### src/pkg/otp_pkg.sv
package otp_pkg;
  localparam int CLK_HZ       = 40_000_000;
  localparam int TICK_MS      = 10;
  localparam int START_WIN_MS = 60;
  localparam int CNT_W        = 22;
  // Delay settings count 10 ms ticks
  localparam logic [15:0] LOW_DLY_MIN  = 16'h0005;
  localparam logic [15:0] HIGH_DLY_MIN = 16'h0004;
  localparam logic [15:0] DLY_MAX      = 16'h7530;
  // Currents and thresholds count 0.01 x rated current
  localparam logic [15:0] INV_THR_MAX  = 16'h00fa;
  localparam logic [15:0] HIGH_THR_MIN = 16'h0032;
  localparam logic [15:0] HIGH_THR_MAX = 16'h0fa0;
  // Starting situation ratios: current x DEN against threshold x NUM
  localparam logic [23:0] ARM_NUM   = 24'h00000c;
  localparam logic [23:0] ARM_DEN   = 24'h000064;
  localparam logic [23:0] ENTER_NUM = 24'h000003;
  localparam logic [23:0] ENTER_DEN = 24'h000002;
  localparam logic [23:0] EXIT_NUM  = 24'h000005;
  localparam logic [23:0] EXIT_DEN  = 24'h000004;
  // Switch bit positions
  localparam int FS1_MODE_LSB  = 1;
  localparam int FS1_MODE_MSB  = 3;
  localparam int FS1_DOUBLE    = 5;
  localparam int FS2_AUX_TRIP  = 1;
  localparam int FS2_HIGH_OFF  = 5;
  localparam int BCS_BLK_LOW   = 1;
  localparam int BCS_BLK_HIGH  = 2;
  localparam int BCS_LATCH     = 6;
  // Characteristic codes
  localparam logic [2:0] MODE_DEF      = 3'h0;
  localparam logic [2:0] MODE_NORMAL   = 3'h1;
  localparam logic [2:0] MODE_VERY     = 3'h2;
  localparam logic [2:0] MODE_EXTREME  = 3'h3;
  localparam logic [2:0] MODE_LONG     = 3'h4;
  localparam logic [2:0] MODE_SPEC_A   = 3'h5;
  localparam logic [2:0] MODE_SPEC_B   = 3'h6;
  localparam logic [2:0] MODE_DEF_ALT  = 3'h7;
  typedef enum logic [1:0] {SIT_IDLE, SIT_ARMED, SIT_RISING, SIT_ACTIVE} otp_sit_t;
endpackage

### src/rtl/otp_timer.sv
`timescale 1ns/1ps
`default_nettype none
module otp_timer
  import otp_pkg::*;
(
  input  wire logic        clk_in,      // System clock
  input  wire logic        reset_in,    // Sync reset
  input  wire logic        run_in,      // Stage started
  input  wire logic        tick_in,     // 10 ms tick
  input  wire logic [7:0]  step_in,     // Ticks added per tick
  input  wire logic [15:0] limit_in,    // Operating delay
  output logic             expired_out  // Delay passed
);
  logic [15:0] acc_r;
  logic [15:0] acc_nxt;

  assign acc_nxt = !run_in ? 16'h0000 :
                   (tick_in && !expired_out) ? acc_r + {8'h00, step_in} : acc_r;

  always_ff @(posedge clk_in)
  begin
    if (reset_in)
    begin
      acc_r       <= 16'h0000;
      expired_out <= 1'b0;
    end
    else
    begin
      acc_r       <= acc_nxt;
      expired_out <= run_in && (acc_r >= limit_in);
    end
  end

  a_timer_clear: assert property (@(posedge clk_in) disable iff (reset_in)
    !run_in |=> (acc_r == 16'h0000) && !expired_out)
    else $error("timer not cleared on drop-out");
endmodule // otp_timer
`default_nettype wire

### src/rtl/otp_start_det.sv
`timescale 1ns/1ps
`default_nettype none
module otp_start_det
  import otp_pkg::*;
#(
  parameter int WIN_CYCLES = START_WIN_MS * (CLK_HZ / 1000)
)
(
  input  wire logic        clk_in,     // System clock
  input  wire logic        reset_in,   // Sync reset
  input  wire logic [15:0] i_max_in,   // Highest phase current
  input  wire logic [15:0] thr_in,     // Low-set threshold
  output logic             active_out  // Starting situation
);
  otp_sit_t         st_r;
  logic [CNT_W-1:0] win_r;
  logic [23:0]      i_w;
  logic [23:0]      t_w;
  logic             below_arm;
  logic             above_enter;
  logic             below_exit;
  logic             win_end;

  assign i_w         = {8'h00, i_max_in};
  assign t_w         = {8'h00, thr_in};
  assign below_arm   = (i_w * ARM_DEN) < (t_w * ARM_NUM);
  assign above_enter = (i_w * ENTER_DEN) > (t_w * ENTER_NUM);
  assign below_exit  = (i_w * EXIT_DEN) < (t_w * EXIT_NUM);
  assign win_end     = (win_r >= CNT_W'(WIN_CYCLES - 1));

  always_ff @(posedge clk_in)
  begin
    if (reset_in)
    begin
      st_r       <= SIT_IDLE;
      win_r      <= '0;
      active_out <= 1'b0;
    end
    else
    begin
      win_r <= (st_r == SIT_RISING) ? win_r + 1'b1 : '0;
      case (st_r)
        SIT_IDLE:   if (below_arm) st_r <= SIT_ARMED;
        SIT_ARMED:  if (above_enter) st_r <= SIT_ACTIVE;
                    else if (!below_arm) st_r <= SIT_RISING;
        SIT_RISING: if (above_enter) st_r <= SIT_ACTIVE;
                    else if (below_arm) st_r <= SIT_ARMED;
                    else if (win_end) st_r <= SIT_IDLE;
        SIT_ACTIVE: if (below_exit) st_r <= SIT_IDLE;
        default:    st_r <= SIT_IDLE;
      endcase
      active_out <= (st_r == SIT_ACTIVE) ? !below_exit : above_enter &&
                    (st_r == SIT_ARMED || st_r == SIT_RISING);
    end
  end

  a_sit_enter: assert property (@(posedge clk_in) disable iff (reset_in)
    (st_r == SIT_RISING) && above_enter |=> active_out)
    else $error("fast rise not seen as starting situation");
  a_sit_end: assert property (@(posedge clk_in) disable iff (reset_in)
    active_out && below_exit |=> !active_out)
    else $error("starting situation did not end");
endmodule // otp_start_det
`default_nettype wire

### src/rtl/otp_top.sv
`timescale 1ns/1ps
`default_nettype none
module otp_top
  import otp_pkg::*;
#(
  parameter int TICK_CYCLES      = TICK_MS * (CLK_HZ / 1000),
  parameter int START_WIN_CYCLES = START_WIN_MS * (CLK_HZ / 1000)
)
(
  input  wire logic        clk_in,                    // 40 MHz clock
  input  wire logic        reset_in,                  // Sync reset
  input  wire logic [15:0] phase_a_in,                // Phase A, 0.01 In
  input  wire logic [15:0] phase_b_in,                // Phase B, 0.01 In
  input  wire logic [15:0] phase_c_in,                // Phase C, 0.01 In
  input  wire logic [15:0] low_stage_threshold_in,    // Low-set, 0.01 In
  input  wire logic [15:0] high_stage_threshold_in,   // High-set, 0.01 In
  input  wire logic [14:0] low_stage_delay_in,        // 10 ms units
  input  wire logic [14:0] high_stage_delay_in,       // 10 ms units
  input  wire logic [8:1]  function_switches_1_in,    // Mode, doubling
  input  wire logic [8:1]  function_switches_2_in,    // Aux trip, high off
  input  wire logic [8:1]  block_config_switches_in,  // Blocking, latch
  input  wire logic        block_in,                  // Blocking pin
  input  wire logic        reset_button_in,           // Front reset key
  input  wire logic        program_button_in,         // Front program key
  output logic             low_stage_start_out,       // Low-set started
  output logic             high_stage_start_out,      // High start or aux
  output logic             breaker_trip_out,          // Breaker trip
  output logic             trip_indicator_out,        // Red indicator
  output logic             start_display_out,         // Start on display
  output logic             high_stage_off_out,        // Dashed readout
  output logic             starting_situation_out     // Energization seen
);
  // Pin synchronisers: block, reset key, program key
  logic [2:0]       pin_s1_r;
  logic [2:0]       pin_s2_r;
  logic             block_s;
  logic             rst_key_s;
  logic             prog_key_s;

  logic [CNT_W-1:0] tick_cnt_r;
  logic             tick_r;

  logic [15:0]      i_ab;
  logic [15:0]      i_max;
  logic [2:0]       mode;
  logic             inv_mode;
  logic [15:0]      low_thr_eff;
  logic [15:0]      high_thr_set;
  logic [16:0]      high_thr_eff;
  logic             sit_active;
  logic             high_off;
  logic             low_blk;
  logic             high_blk;
  logic             low_pick;
  logic             high_pick;
  logic             low_start_r;
  logic             high_start_r;
  logic [15:0]      low_limit;
  logic [15:0]      high_limit;
  logic [7:0]       low_step;
  logic             low_exp;
  logic             high_exp;
  logic             trip_cond;
  logic             latch_en;
  logic             both_keys;
  logic             trip_nxt;
  logic             ind_nxt;
  logic             aux_en;

  function automatic logic [15:0] clamp16(input logic [15:0] v,
                                          input logic [15:0] lo,
                                          input logic [15:0] hi);
    clamp16 = (v < lo) ? lo : ((v > hi) ? hi : v);
  endfunction

  // Piecewise time steps per tick; a heavier multiple of threshold
  // advances the timer faster, so the delay setting acts as multiplier
  function automatic logic [7:0] curve_step(input logic [2:0]  md,
                                            input logic [15:0] i,
                                            input logic [15:0] t);
    logic       m2;
    logic       m4;
    logic       m8;
    logic [7:0] base;
    m2   = {1'b0, i} >= {t, 1'b0};
    m4   = {2'b00, i} >= {t, 2'b00};
    m8   = {3'b000, i} >= {t, 3'b000};
    base = m8 ? 8'h08 : (m4 ? 8'h04 : (m2 ? 8'h02 : 8'h01));
    case (md)
      MODE_NORMAL:  curve_step = base;
      MODE_VERY:    curve_step = base << 1;
      MODE_EXTREME: curve_step = base << 2;
      MODE_LONG:    curve_step = m2 ? base >> 1 : 8'h01;
      MODE_SPEC_A:  curve_step = m2 ? base << 1 : 8'h01;
      MODE_SPEC_B:  curve_step = m8 ? 8'h20 : base;
      default:      curve_step = 8'h01;
    endcase
  endfunction

  always_ff @(posedge clk_in)
  begin
    if (reset_in)
    begin
      pin_s1_r <= 3'h0;
      pin_s2_r <= 3'h0;
    end
    else
    begin
      pin_s1_r <= {block_in, reset_button_in, program_button_in};
      pin_s2_r <= pin_s1_r;
    end
  end

  assign block_s    = pin_s2_r[2];
  assign rst_key_s  = pin_s2_r[1];
  assign prog_key_s = pin_s2_r[0];

  // One 10 ms tick keeps the delay counters narrow
  always_ff @(posedge clk_in)
  begin
    if (reset_in)
    begin
      tick_cnt_r <= '0;
      tick_r     <= 1'b0;
    end
    else
    begin
      tick_r     <= (tick_cnt_r == CNT_W'(TICK_CYCLES - 1));
      tick_cnt_r <= (tick_cnt_r == CNT_W'(TICK_CYCLES - 1)) ? '0 : tick_cnt_r + 1'b1;
    end
  end

  assign i_ab  = (phase_a_in > phase_b_in) ? phase_a_in : phase_b_in;
  assign i_max = (i_ab > phase_c_in) ? i_ab : phase_c_in;

  assign mode     = function_switches_1_in[FS1_MODE_MSB:FS1_MODE_LSB];
  assign inv_mode = (mode != MODE_DEF) && (mode != MODE_DEF_ALT);

  assign low_thr_eff = (inv_mode && (low_stage_threshold_in > INV_THR_MAX)) ?
                       INV_THR_MAX : low_stage_threshold_in;

  otp_start_det #(
    .WIN_CYCLES (START_WIN_CYCLES)
  ) u_start_det (
    .clk_in     (clk_in),
    .reset_in   (reset_in),
    .i_max_in   (i_max),
    .thr_in     (low_thr_eff),
    .active_out (sit_active)
  );

  assign high_thr_set = clamp16(high_stage_threshold_in,
                                HIGH_THR_MIN, HIGH_THR_MAX);
  assign high_thr_eff = (function_switches_1_in[FS1_DOUBLE] && sit_active) ?
                        {high_thr_set, 1'b0} : {1'b0, high_thr_set};

  assign high_off = function_switches_2_in[FS2_HIGH_OFF];
  assign low_blk  = block_s && block_config_switches_in[BCS_BLK_LOW];
  assign high_blk = block_s && block_config_switches_in[BCS_BLK_HIGH];

  assign high_pick = !high_off && !high_blk &&
                     ({1'b0, i_max} > high_thr_eff);
  // In the inverse modes a started high stage takes over at heavy fault currents
  assign low_pick  = !low_blk && (i_max > low_thr_eff) &&
                     !(inv_mode && high_start_r);

  assign low_limit  = clamp16({1'b0, low_stage_delay_in},
                              LOW_DLY_MIN, DLY_MAX);
  assign high_limit = clamp16({1'b0, high_stage_delay_in},
                              HIGH_DLY_MIN, DLY_MAX);
  assign low_step   = inv_mode ? curve_step(mode, i_max, low_thr_eff) : 8'h01;

  otp_timer u_low_timer (
    .clk_in      (clk_in),
    .reset_in    (reset_in),
    .run_in      (low_start_r),
    .tick_in     (tick_r),
    .step_in     (low_step),
    .limit_in    (low_limit),
    .expired_out (low_exp)
  );

  otp_timer u_high_timer (
    .clk_in      (clk_in),
    .reset_in    (reset_in),
    .run_in      (high_start_r),
    .tick_in     (tick_r),
    .step_in     (8'h01),
    .limit_in    (high_limit),
    .expired_out (high_exp)
  );

  assign trip_cond = low_exp || high_exp;
  assign latch_en  = block_config_switches_in[BCS_LATCH];
  assign both_keys = rst_key_s && prog_key_s;
  // A new trip outranks a release requested in the same cycle
  assign trip_nxt  = trip_cond ||
                     (latch_en && breaker_trip_out && !both_keys);
  assign ind_nxt   = trip_cond || (trip_indicator_out && !rst_key_s);
  assign aux_en    = function_switches_2_in[FS2_AUX_TRIP];

  always_ff @(posedge clk_in)
  begin
    if (reset_in)
    begin
      low_start_r            <= 1'b0;
      high_start_r           <= 1'b0;
      low_stage_start_out    <= 1'b0;
      high_stage_start_out   <= 1'b0;
      breaker_trip_out       <= 1'b0;
      trip_indicator_out     <= 1'b0;
      start_display_out      <= 1'b0;
      high_stage_off_out     <= 1'b0;
      starting_situation_out <= 1'b0;
    end
    else
    begin
      low_start_r            <= low_pick;
      high_start_r           <= high_pick;
      low_stage_start_out    <= low_pick;
      high_stage_start_out   <= high_pick || (aux_en && trip_nxt);
      breaker_trip_out       <= trip_nxt;
      trip_indicator_out     <= ind_nxt;
      start_display_out      <= low_pick || high_pick;
      high_stage_off_out     <= high_off;
      starting_situation_out <= sit_active;
    end
  end

  a_low_start_follows: assert property (@(posedge clk_in) disable iff (reset_in)
    ($past(i_max) > $past(low_thr_eff)) && !$past(low_blk) && !$past(inv_mode)
    |-> low_stage_start_out)
    else $error("low stage did not start above threshold");

  a_start_display: assert property (@(posedge clk_in) disable iff (reset_in)
    low_stage_start_out |-> start_display_out)
    else $error("start not flagged to display");

  a_trip_cause: assert property (@(posedge clk_in) disable iff (reset_in)
    $rose(breaker_trip_out) |-> $past(low_exp) || $past(high_exp))
    else $error("trip raised without expired delay");

  a_indicator_hold: assert property (@(posedge clk_in) disable iff (reset_in)
    trip_indicator_out && !rst_key_s |=> trip_indicator_out)
    else $error("indicator cleared without reset key");

  a_aux_route: assert property (@(posedge clk_in) disable iff (reset_in)
    aux_en && trip_cond |=> high_stage_start_out && breaker_trip_out)
    else $error("auxiliary trip not routed");

  a_block_low: assert property (@(posedge clk_in) disable iff (reset_in)
    block_s && block_config_switches_in[BCS_BLK_LOW] |=> !low_stage_start_out)
    else $error("blocked low stage started");

  a_block_high: assert property (@(posedge clk_in) disable iff (reset_in)
    block_s && block_config_switches_in[BCS_BLK_HIGH] |=> !high_start_r)
    else $error("blocked high stage started");

  a_latch_hold: assert property (@(posedge clk_in) disable iff (reset_in)
    latch_en && breaker_trip_out && !both_keys |=> breaker_trip_out)
    else $error("latched trip dropped");

  a_unlatched_drop: assert property (@(posedge clk_in) disable iff (reset_in)
    !latch_en && !trip_cond |=> !breaker_trip_out)
    else $error("unlatched trip held");

  a_double_thr: assert property (@(posedge clk_in) disable iff (reset_in)
    function_switches_1_in[FS1_DOUBLE] && sit_active &&
    ({1'b0, i_max} <= {high_thr_set, 1'b0}) |=> !high_start_r)
    else $error("high stage ignored doubled threshold");

  a_high_off: assert property (@(posedge clk_in) disable iff (reset_in)
    high_off |=> !high_start_r ##0 high_stage_off_out)
    else $error("disabled high stage started");

  a_inv_clamp: assert property (@(posedge clk_in) disable iff (reset_in)
    inv_mode && (i_max > INV_THR_MAX) && !low_blk && !high_start_r
    |=> low_stage_start_out)
    else $error("inverse threshold not capped");

  a_inv_block: assert property (@(posedge clk_in) disable iff (reset_in)
    inv_mode && high_start_r |=> !low_start_r)
    else $error("inverse low stage ran beside high start");

  a_drop_reset: assert property (@(posedge clk_in) disable iff (reset_in)
    !low_start_r |=> !low_exp)
    else $error("low timer survived drop-out");
endmodule // otp_top
`default_nettype wire

### config.mk
export PLATFORM = sky130hd
export DESIGN_NAME = otp_top
export DESIGN_NICKNAME = d
export VERILOG_FILES = /design/src/pkg/otp_pkg.sv /design/src/rtl/otp_timer.sv /design/src/rtl/otp_start_det.sv /design/src/rtl/otp_top.sv
export SDC_FILE = /design/constraint.sdc
export NUM_CORES = 1
export LEC_CHECK = 0
export BUFFER_PORTS_ARGS = -buffer_cell sky130_fd_sc_hd__clkbuf_2
export CORE_MARGIN = 3
export CORE_UTILIZATION = 62
export CTS_BUF_LIST = sky130_fd_sc_hd__clkbuf_2
export CTS_CLUSTER_SIZE = 28
export DETAILED_ROUTE_END_ITERATION = 10
export PLACE_DENSITY = 0.84
export SLEW_MARGIN = 20
export SYNTH_ARGS = -nofsm -noshare
export SYNTH_HDL_FRONTEND = slang
export SYNTH_SLANG_ARGS = --single-unit
### constraint.sdc
create_clock -name clk_in -period 16 [get_ports clk_in]
set_input_delay 3.2 -clock clk_in [delete_from_list [all_inputs] [get_ports clk_in]]
set_output_delay 3.2 -clock clk_in [all_outputs]
set_load 0.02 [all_outputs]
Word level (Yosys, flattened, before mapping):

Index checks and enable logic that the tools add are counted.

* bits in registers: 96
* latch bits: 0
* memory bits (writable): 0
* bits in read-only memories: 0
* input port bits: 139
* output and inout bits: 7
* word-level logic and storage cells: 134
* memories kept: 0

* $add $sub $neg: 4
* multipliers: 4
* divide/modulo/power cells: 0
* order comparisons: 20
* equal/unequal tests: 15
* shift-type cells: 0
* multiplexer cells: 27
* bitwise gates (word level): 3
* reduce and logical (&&, ||, !) cells: 42

Operators with widths (count)
* two-way mux 16 bit: 5
* two-way mux 15 bit: 4
* > comparator 16 bit: 3
* adder 22 x 1 -> 22 bit, second input constant: 2
* multiplier 16 x 2 -> 18 bit, second input constant: 2
* one-hot mux 6 bit (6 select lines): 1
* >= comparator 16 x 15 -> 1 bit: 2
* > comparator 15 bit, second input constant: 2
* less-than comparator 15 x 3 -> 1 bit, second input constant: 2
* > comparator 17 x 24 -> 1 bit: 1
* less-than comparator 18 x 24 -> 1 bit: 1
* less-than comparator 24 bit: 1
* == test 22 x 19 -> 1 bit, second input constant: 1
* >= comparator 22 bit, second input constant: 1
* multiplier 16 x 5 -> 21 bit, second input constant: 1
* logical AND 1 bit: 20
* >= comparator 16 x 19 -> 1 bit: 1
* multiplier 16 x 3 -> 19 bit, second input constant: 1
* >= comparator 16 x 18 -> 1 bit: 1
* >= comparator 16 x 17 -> 1 bit: 1
* > comparator 16 x 17 -> 1 bit: 1
* two-way mux 17 bit: 1
* adder 16 x 1 -> 16 bit, second input constant: 1
* adder 16 x 8 -> 16 bit: 1
* other kinds (26): 58

Longest topological paths before layout:

* word-level depth: 12
* depth in mapped cells: 46
* depth with buffers taken out: 43

Modules after synthesis:

From an unflattened synthesis, not the netlist that was laid out.

* cell total of the unflattened synthesis: 1779
* area, all modules: 13885.8 um2

Modules (own cells, without submodules)
* otp_top: times used 1, cells an instance 774, area each 5645.4 um2, seq. area each 740.7 um2
* otp_start_det: times used 1, cells an instance 634, area each 5312.6 um2, seq. area each 500.5 um2
* otp_timer at u_high_timer: times used 1, cells an instance 186, area each 1478.9 um2, seq. area each 340.3 um2
* otp_timer at u_low_timer: times used 1, cells an instance 185, area each 1448.9 um2, seq. area each 340.3 um2

Worst setup path before layout:

Ideal clock, no wire load.

* kind: input port to flip-flop
* start: input phase_b_in[13]
* end: register u_start_det.st_r[0]
* library setup time: 0.086 ns
* arrival time: 12.370 ns
* path slack: 3.545 ns
* stages: 44
* cells stage by stage: inv_1 > ha_1 > a21oi_1 > a2bb2oi_1 > a21boi_0 > nand3_1 > nand2_1 > buf_1 > mux2i_1 > inv_1 > ha_1 > nand4_1 > nor2_1 > a221o_1 > a211o_1 > and2_4 > buf_6 > clkbuf_1 > [8 not listed] > o21ai_0 > o31ai_1 > o311a_1 > o21a_1 > nor2_1 > xnor2_1 > ha_1 > nand4_1 > nor4b_1 > nand3_1 > and3b_1 > a221oi_1 > nand3_1 > mux2i_1 > a41oi_1 > a21oi_1 > nor2_1 > a211oi_1

* cells in the longest elaborated chain, start to end: 9

Ends and longest elaborated chain
* start: declaration: line otp_top.sv:13 `input wire logic [15:0] phase_b_in,`
* > comparator 16 bit: line otp_top.sv:133 `assign i_ab = (phase_a_in > phase_b_in) ? phase_a_in : phase_b_in;`
* two-way mux 16 bit (*): line otp_top.sv:133
* > comparator 16 bit: line otp_top.sv:134 `assign i_max = (i_ab > phase_c_in) ? i_ab : phase_c_in;`
* two-way mux 16 bit (*): line otp_top.sv:134
* multiplier 16 x 5 -> 21 bit: line otp_start_det.sv:26 `assign below_arm = (i_w * ARM_DEN) < (t_w * ARM_NUM);`
* less-than comparator 24 bit: line otp_start_det.sv:26
* two-way mux 2 bit: line otp_start_det.sv:47 `else if (below_arm) st_r <= SIT_ARMED;`
* two-way mux 2 bit: line otp_start_det.sv:46 `SIT_RISING: if (above_enter) st_r <= SIT_ACTIVE;`
* one-hot mux 2 bit (4 select lines): line otp_start_det.sv:42 `case (st_r)`
* end signal: assignment: line otp_start_det.sv:43 `SIT_IDLE: if (below_arm) st_r <= SIT_ARMED;`
* end signal: assignment: line otp_start_det.sv:46
* end signal: assignment: line otp_start_det.sv:47
* end: declaration: line otp_start_det.sv:15 `otp_sit_t st_r;`

Every way passes the cells marked *; elsewhere a longest branch is shown, timed or not.
A chain may end at the register's enable or synchronous reset.

Worst setup path in the final report:

Ends and elaborated chain as after synthesis.

==> flow_summary.json <==
{
  "run_status": "finished, final reports clean",
  "wl_per_cell_um": 16.6,
  "wl_met2_um": 15500,
  "antenna_found_initial": 0,
  "ant_nets": 0,
  "critPathCaptureType": "flop",
  "yosys_warnings": 0,
  "synthTopCellsByCount": "283 x ha_1, 173 x inv_1, 143 x nand2_1, 142 x nor2_1, 112 x a21oi_1",
  "fillCellCount": 1749,
  "dr_wl_met3_um": 2600,
  "initial_core_util_pct": 64.2,
  "cp_max_fo": 22,
  "synth_edf_count": 0,
  "m1WireLength_um": 15500,
  "timing.critical_path.mode_cell": "ha_1",
  "fp.dieH_um": 152,
  "yosys_most_used_dff": "dfxtp_1",
  "grt_pass1_wl_um": 57700,
  "grt_max_degree": 24,
  "place_area_mm2": 0.0142,
  "gp_congestion": 0.977,
  "core-area_mm2": 0.0206,
  "n_antenna_cell": 0,
  "post_cts_resized": 0,
  "clk_pin_slew_ns": 0.28,
  "dp_cells": 2102,
  "hpwl_um": 28200,
  "synthTopCellsByArea": "ha_1 27%, dfxtp_1 15%, inv_1 4.9%, a21oi_1 4.2%, nand2_1 4.1%",
  "regArea_mm2": 0.00192,
  "io_buffers": 130,
  "cts_buffers": 9,
  "design.die.area_mm2": 0.0231,
  "fin_nets": 2279,
  "cts.sinks": 96,
  "dr.pass1.iters": 5,
  "critPathLaunchType": "input port",
  "synth_top_area_share_pct": 26.8,
  "slowest_stage": "nor4b_1",
  "rsz0062_at_grt": "false",
  "worst_pin_slew_ns": 1.00,
  "setup_viol": 0,
  "htree_num_levels": 3,
  "avgSynthCellArea_um2": 7.69,
  "ios": 146,
  "final-hold-violation-count": 0,
  "multi_input_area_mm2": 0.0105,
  "ys_seq_elements": 96,
  "hold_depth": 1,
  "vias_per_cell": 6.07,
  "reg2regPathDepth": 16,
  "die_width_um": 152,
  "seq_area_frac_synth_pct": 14.6,
  "path_class": "in2reg",
  "clk_latency_ns": 0.60,
  "timing.final.crit_share_pct": 83.7,
  "cp_data_arrival_time_ns": 13.94,
  "finClkSkew_ns": 0.0327,
  "track_usage_pct": 29.3,
  "worst_path_largest_cell_delay_ns": 0.73,
  "yosysMostFrequentCell": "ha_1",
  "num_vias": 12800,
  "synthArstFlopShare_pct": 0,
  "cts_max_path_buffers": 2,
  "cts_root_buf": "clkbuf_2",
  "syn_inst": 1717,
  "drv_cap": 0,
  "cp.required_ns": 16.55,
  "min_period_ns": 13.40,
  "wirelength_um": 35100,
  "post_cts_buffers": 0,
  "slew_headroom_pct": 32.8,
  "layout.cells.non_filler": 2118,
  "setup_tns_ns": 0,
  "first_iter_violations": 998,
  "final_area_mm2": 0.0143,
  "yosysUniqueCellTypes": 83,
  "synth_top_cell_by_area": "ha_1",
  "fmax_mhz": 74.7,
  "ir_worst_vdd_v": 0.000141,
  "hold_path_class": "reg2reg",
  "row_count": 52,
  "grt_pass1_vias": 12100,
  "syn_area_mm2": 0.0132,
  "cts_tree": "built",
  "top_layer": "met4",
  "postLayoutCoreUtil_pct": 69.5,
  "power_leakage_nw": 7.18,
  "power_per_cell_area_mw_per_mm2": 107,
  "drive_gt1_share_pct": 10.0,
  "areaGrowthSynthToFinish_pct": 8.33,
  "grt_overflow": 0,
  "drc": 0,
  "drv_slew": 0,
  "ctsHoldBuffers": 0
}
worst paths after layout:
kind	slack (ns)	startpoint	end
setup / recovery	2.60	phase_b_in[13]	u_start_det.st_r[0]$_SDFFE_PP0P_
hold / removal	0.45	pin_s1_r[0]$_SDFF_PP0_	pin_s2_r[0]$_SDFF_PP0_
setup reg to reg	12.92	u_start_det.active_out$_SDFF_PP0_	start_display_out$_SDFF_PP0_
hold reg to reg	0.45	pin_s1_r[0]$_SDFF_PP0_	pin_s2_r[0]$_SDFF_PP0_
state kept, by name (all words and copies together), names as in the netlist, 2 cells and up:
register            cells
u_high_timer.acc_r     16
u_low_timer.acc_r      16
tick_cnt_r             22
u_start_det.win_r      22
pin_s2_r                3
pin_s1_r                3
u_start_det.st_r        2
final cells by class:
type,instances,area share [%]
inverter,175,4.61
multi-input combinational,1419,73.5
sequential,96,13.4
clock inverter,7,0.604
timing repair buffer,142,5.18
tap,270,2.36
clock buffer,9,0.315
layout by cell type (no fill, tap or decap), types with 6 or more instances in the layout:
cell type    n
and3_1      28
o21ai_1      6
fa_1        14
nor4_1      16
o21ai_0     82
or2_2       13
nand2_1    143
ha_1       283
inv_1      173
a21oi_1    112
mux2i_1     14
a31oi_1     14
a21o_1      56
nand3_1     60
buf_4       12
nor3_1      36
o211ai_1    10
xor2_1      52
xnor2_1     49
nand4_1     38
o21a_1      21
a211oi_1    14
and2_1       9
or3_1       18
nor2_1     142
o31ai_1      9
nor2b_1     35
nand2b_1    32
a211o_1      7
dfxtp_1     96
or4_1        7
clkbuf_2   139
report_power, final:
part           switching [mW]  internal (mW)  total (mW)
combinational           0.655          0.486        1.14
clock                  0.0924         0.0396       0.132
sequential            0.00502          0.247       0.252
total                   0.753          0.773        1.53
critical path, delay by kind of cell:
| kind | cells | cell delay (ns) |
|---|---|---|
| adder cells (fa/ha/maj) | 7 | 2.25 |
| buffers and inverters | 7 | 1.08 |
| multiplexers | 2 | 0.62 |
| AND/OR/NAND/NOR | 14 | 3.57 |
| XOR/XNOR | 1 | 0.10 |
| AO/OA/AOI/OAI | 12 | 3.11 |
cells by family after synthesis:
| family | count (synthesis) | share of synthesized area (%) |
|---|---|---|
| buffers and inverters | 204 | 5.89 |
| flip-flops | 96 | 14.6 |
| AO/OA/AOI/OAI | 398 | 19.5 |
| adder cells (fa/ha/maj) | 300 | 29.2 |
| AND/OR/NAND/NOR | 601 | 22.8 |
| multiplexers | 16 | 1.32 |
| other | 1 | 0.0284 |
| XOR/XNOR | 101 | 6.70 |
metrics by stage:
step	setup WS (ns)	total power, mW	hold slack (ns)
finish	2.60	1.53	0.450
global route	1.99	1.68	0.467
CTS	2.80	1.51	0.445
detailed placement	2.13	1.37	0.433
global placement	2.41	1.32	0.422
floorplan	3.54	1.10	0.414
routing by layer:
metal / up-vias / GRT usage (%)
li1: 6393 / -
met1: 5889 / 39.7
met2: 483 / 47.1
met3: 83 / 4.75
met4: 0 / 11.2
met5: - / 0
(Power assumes the default switching activity.)
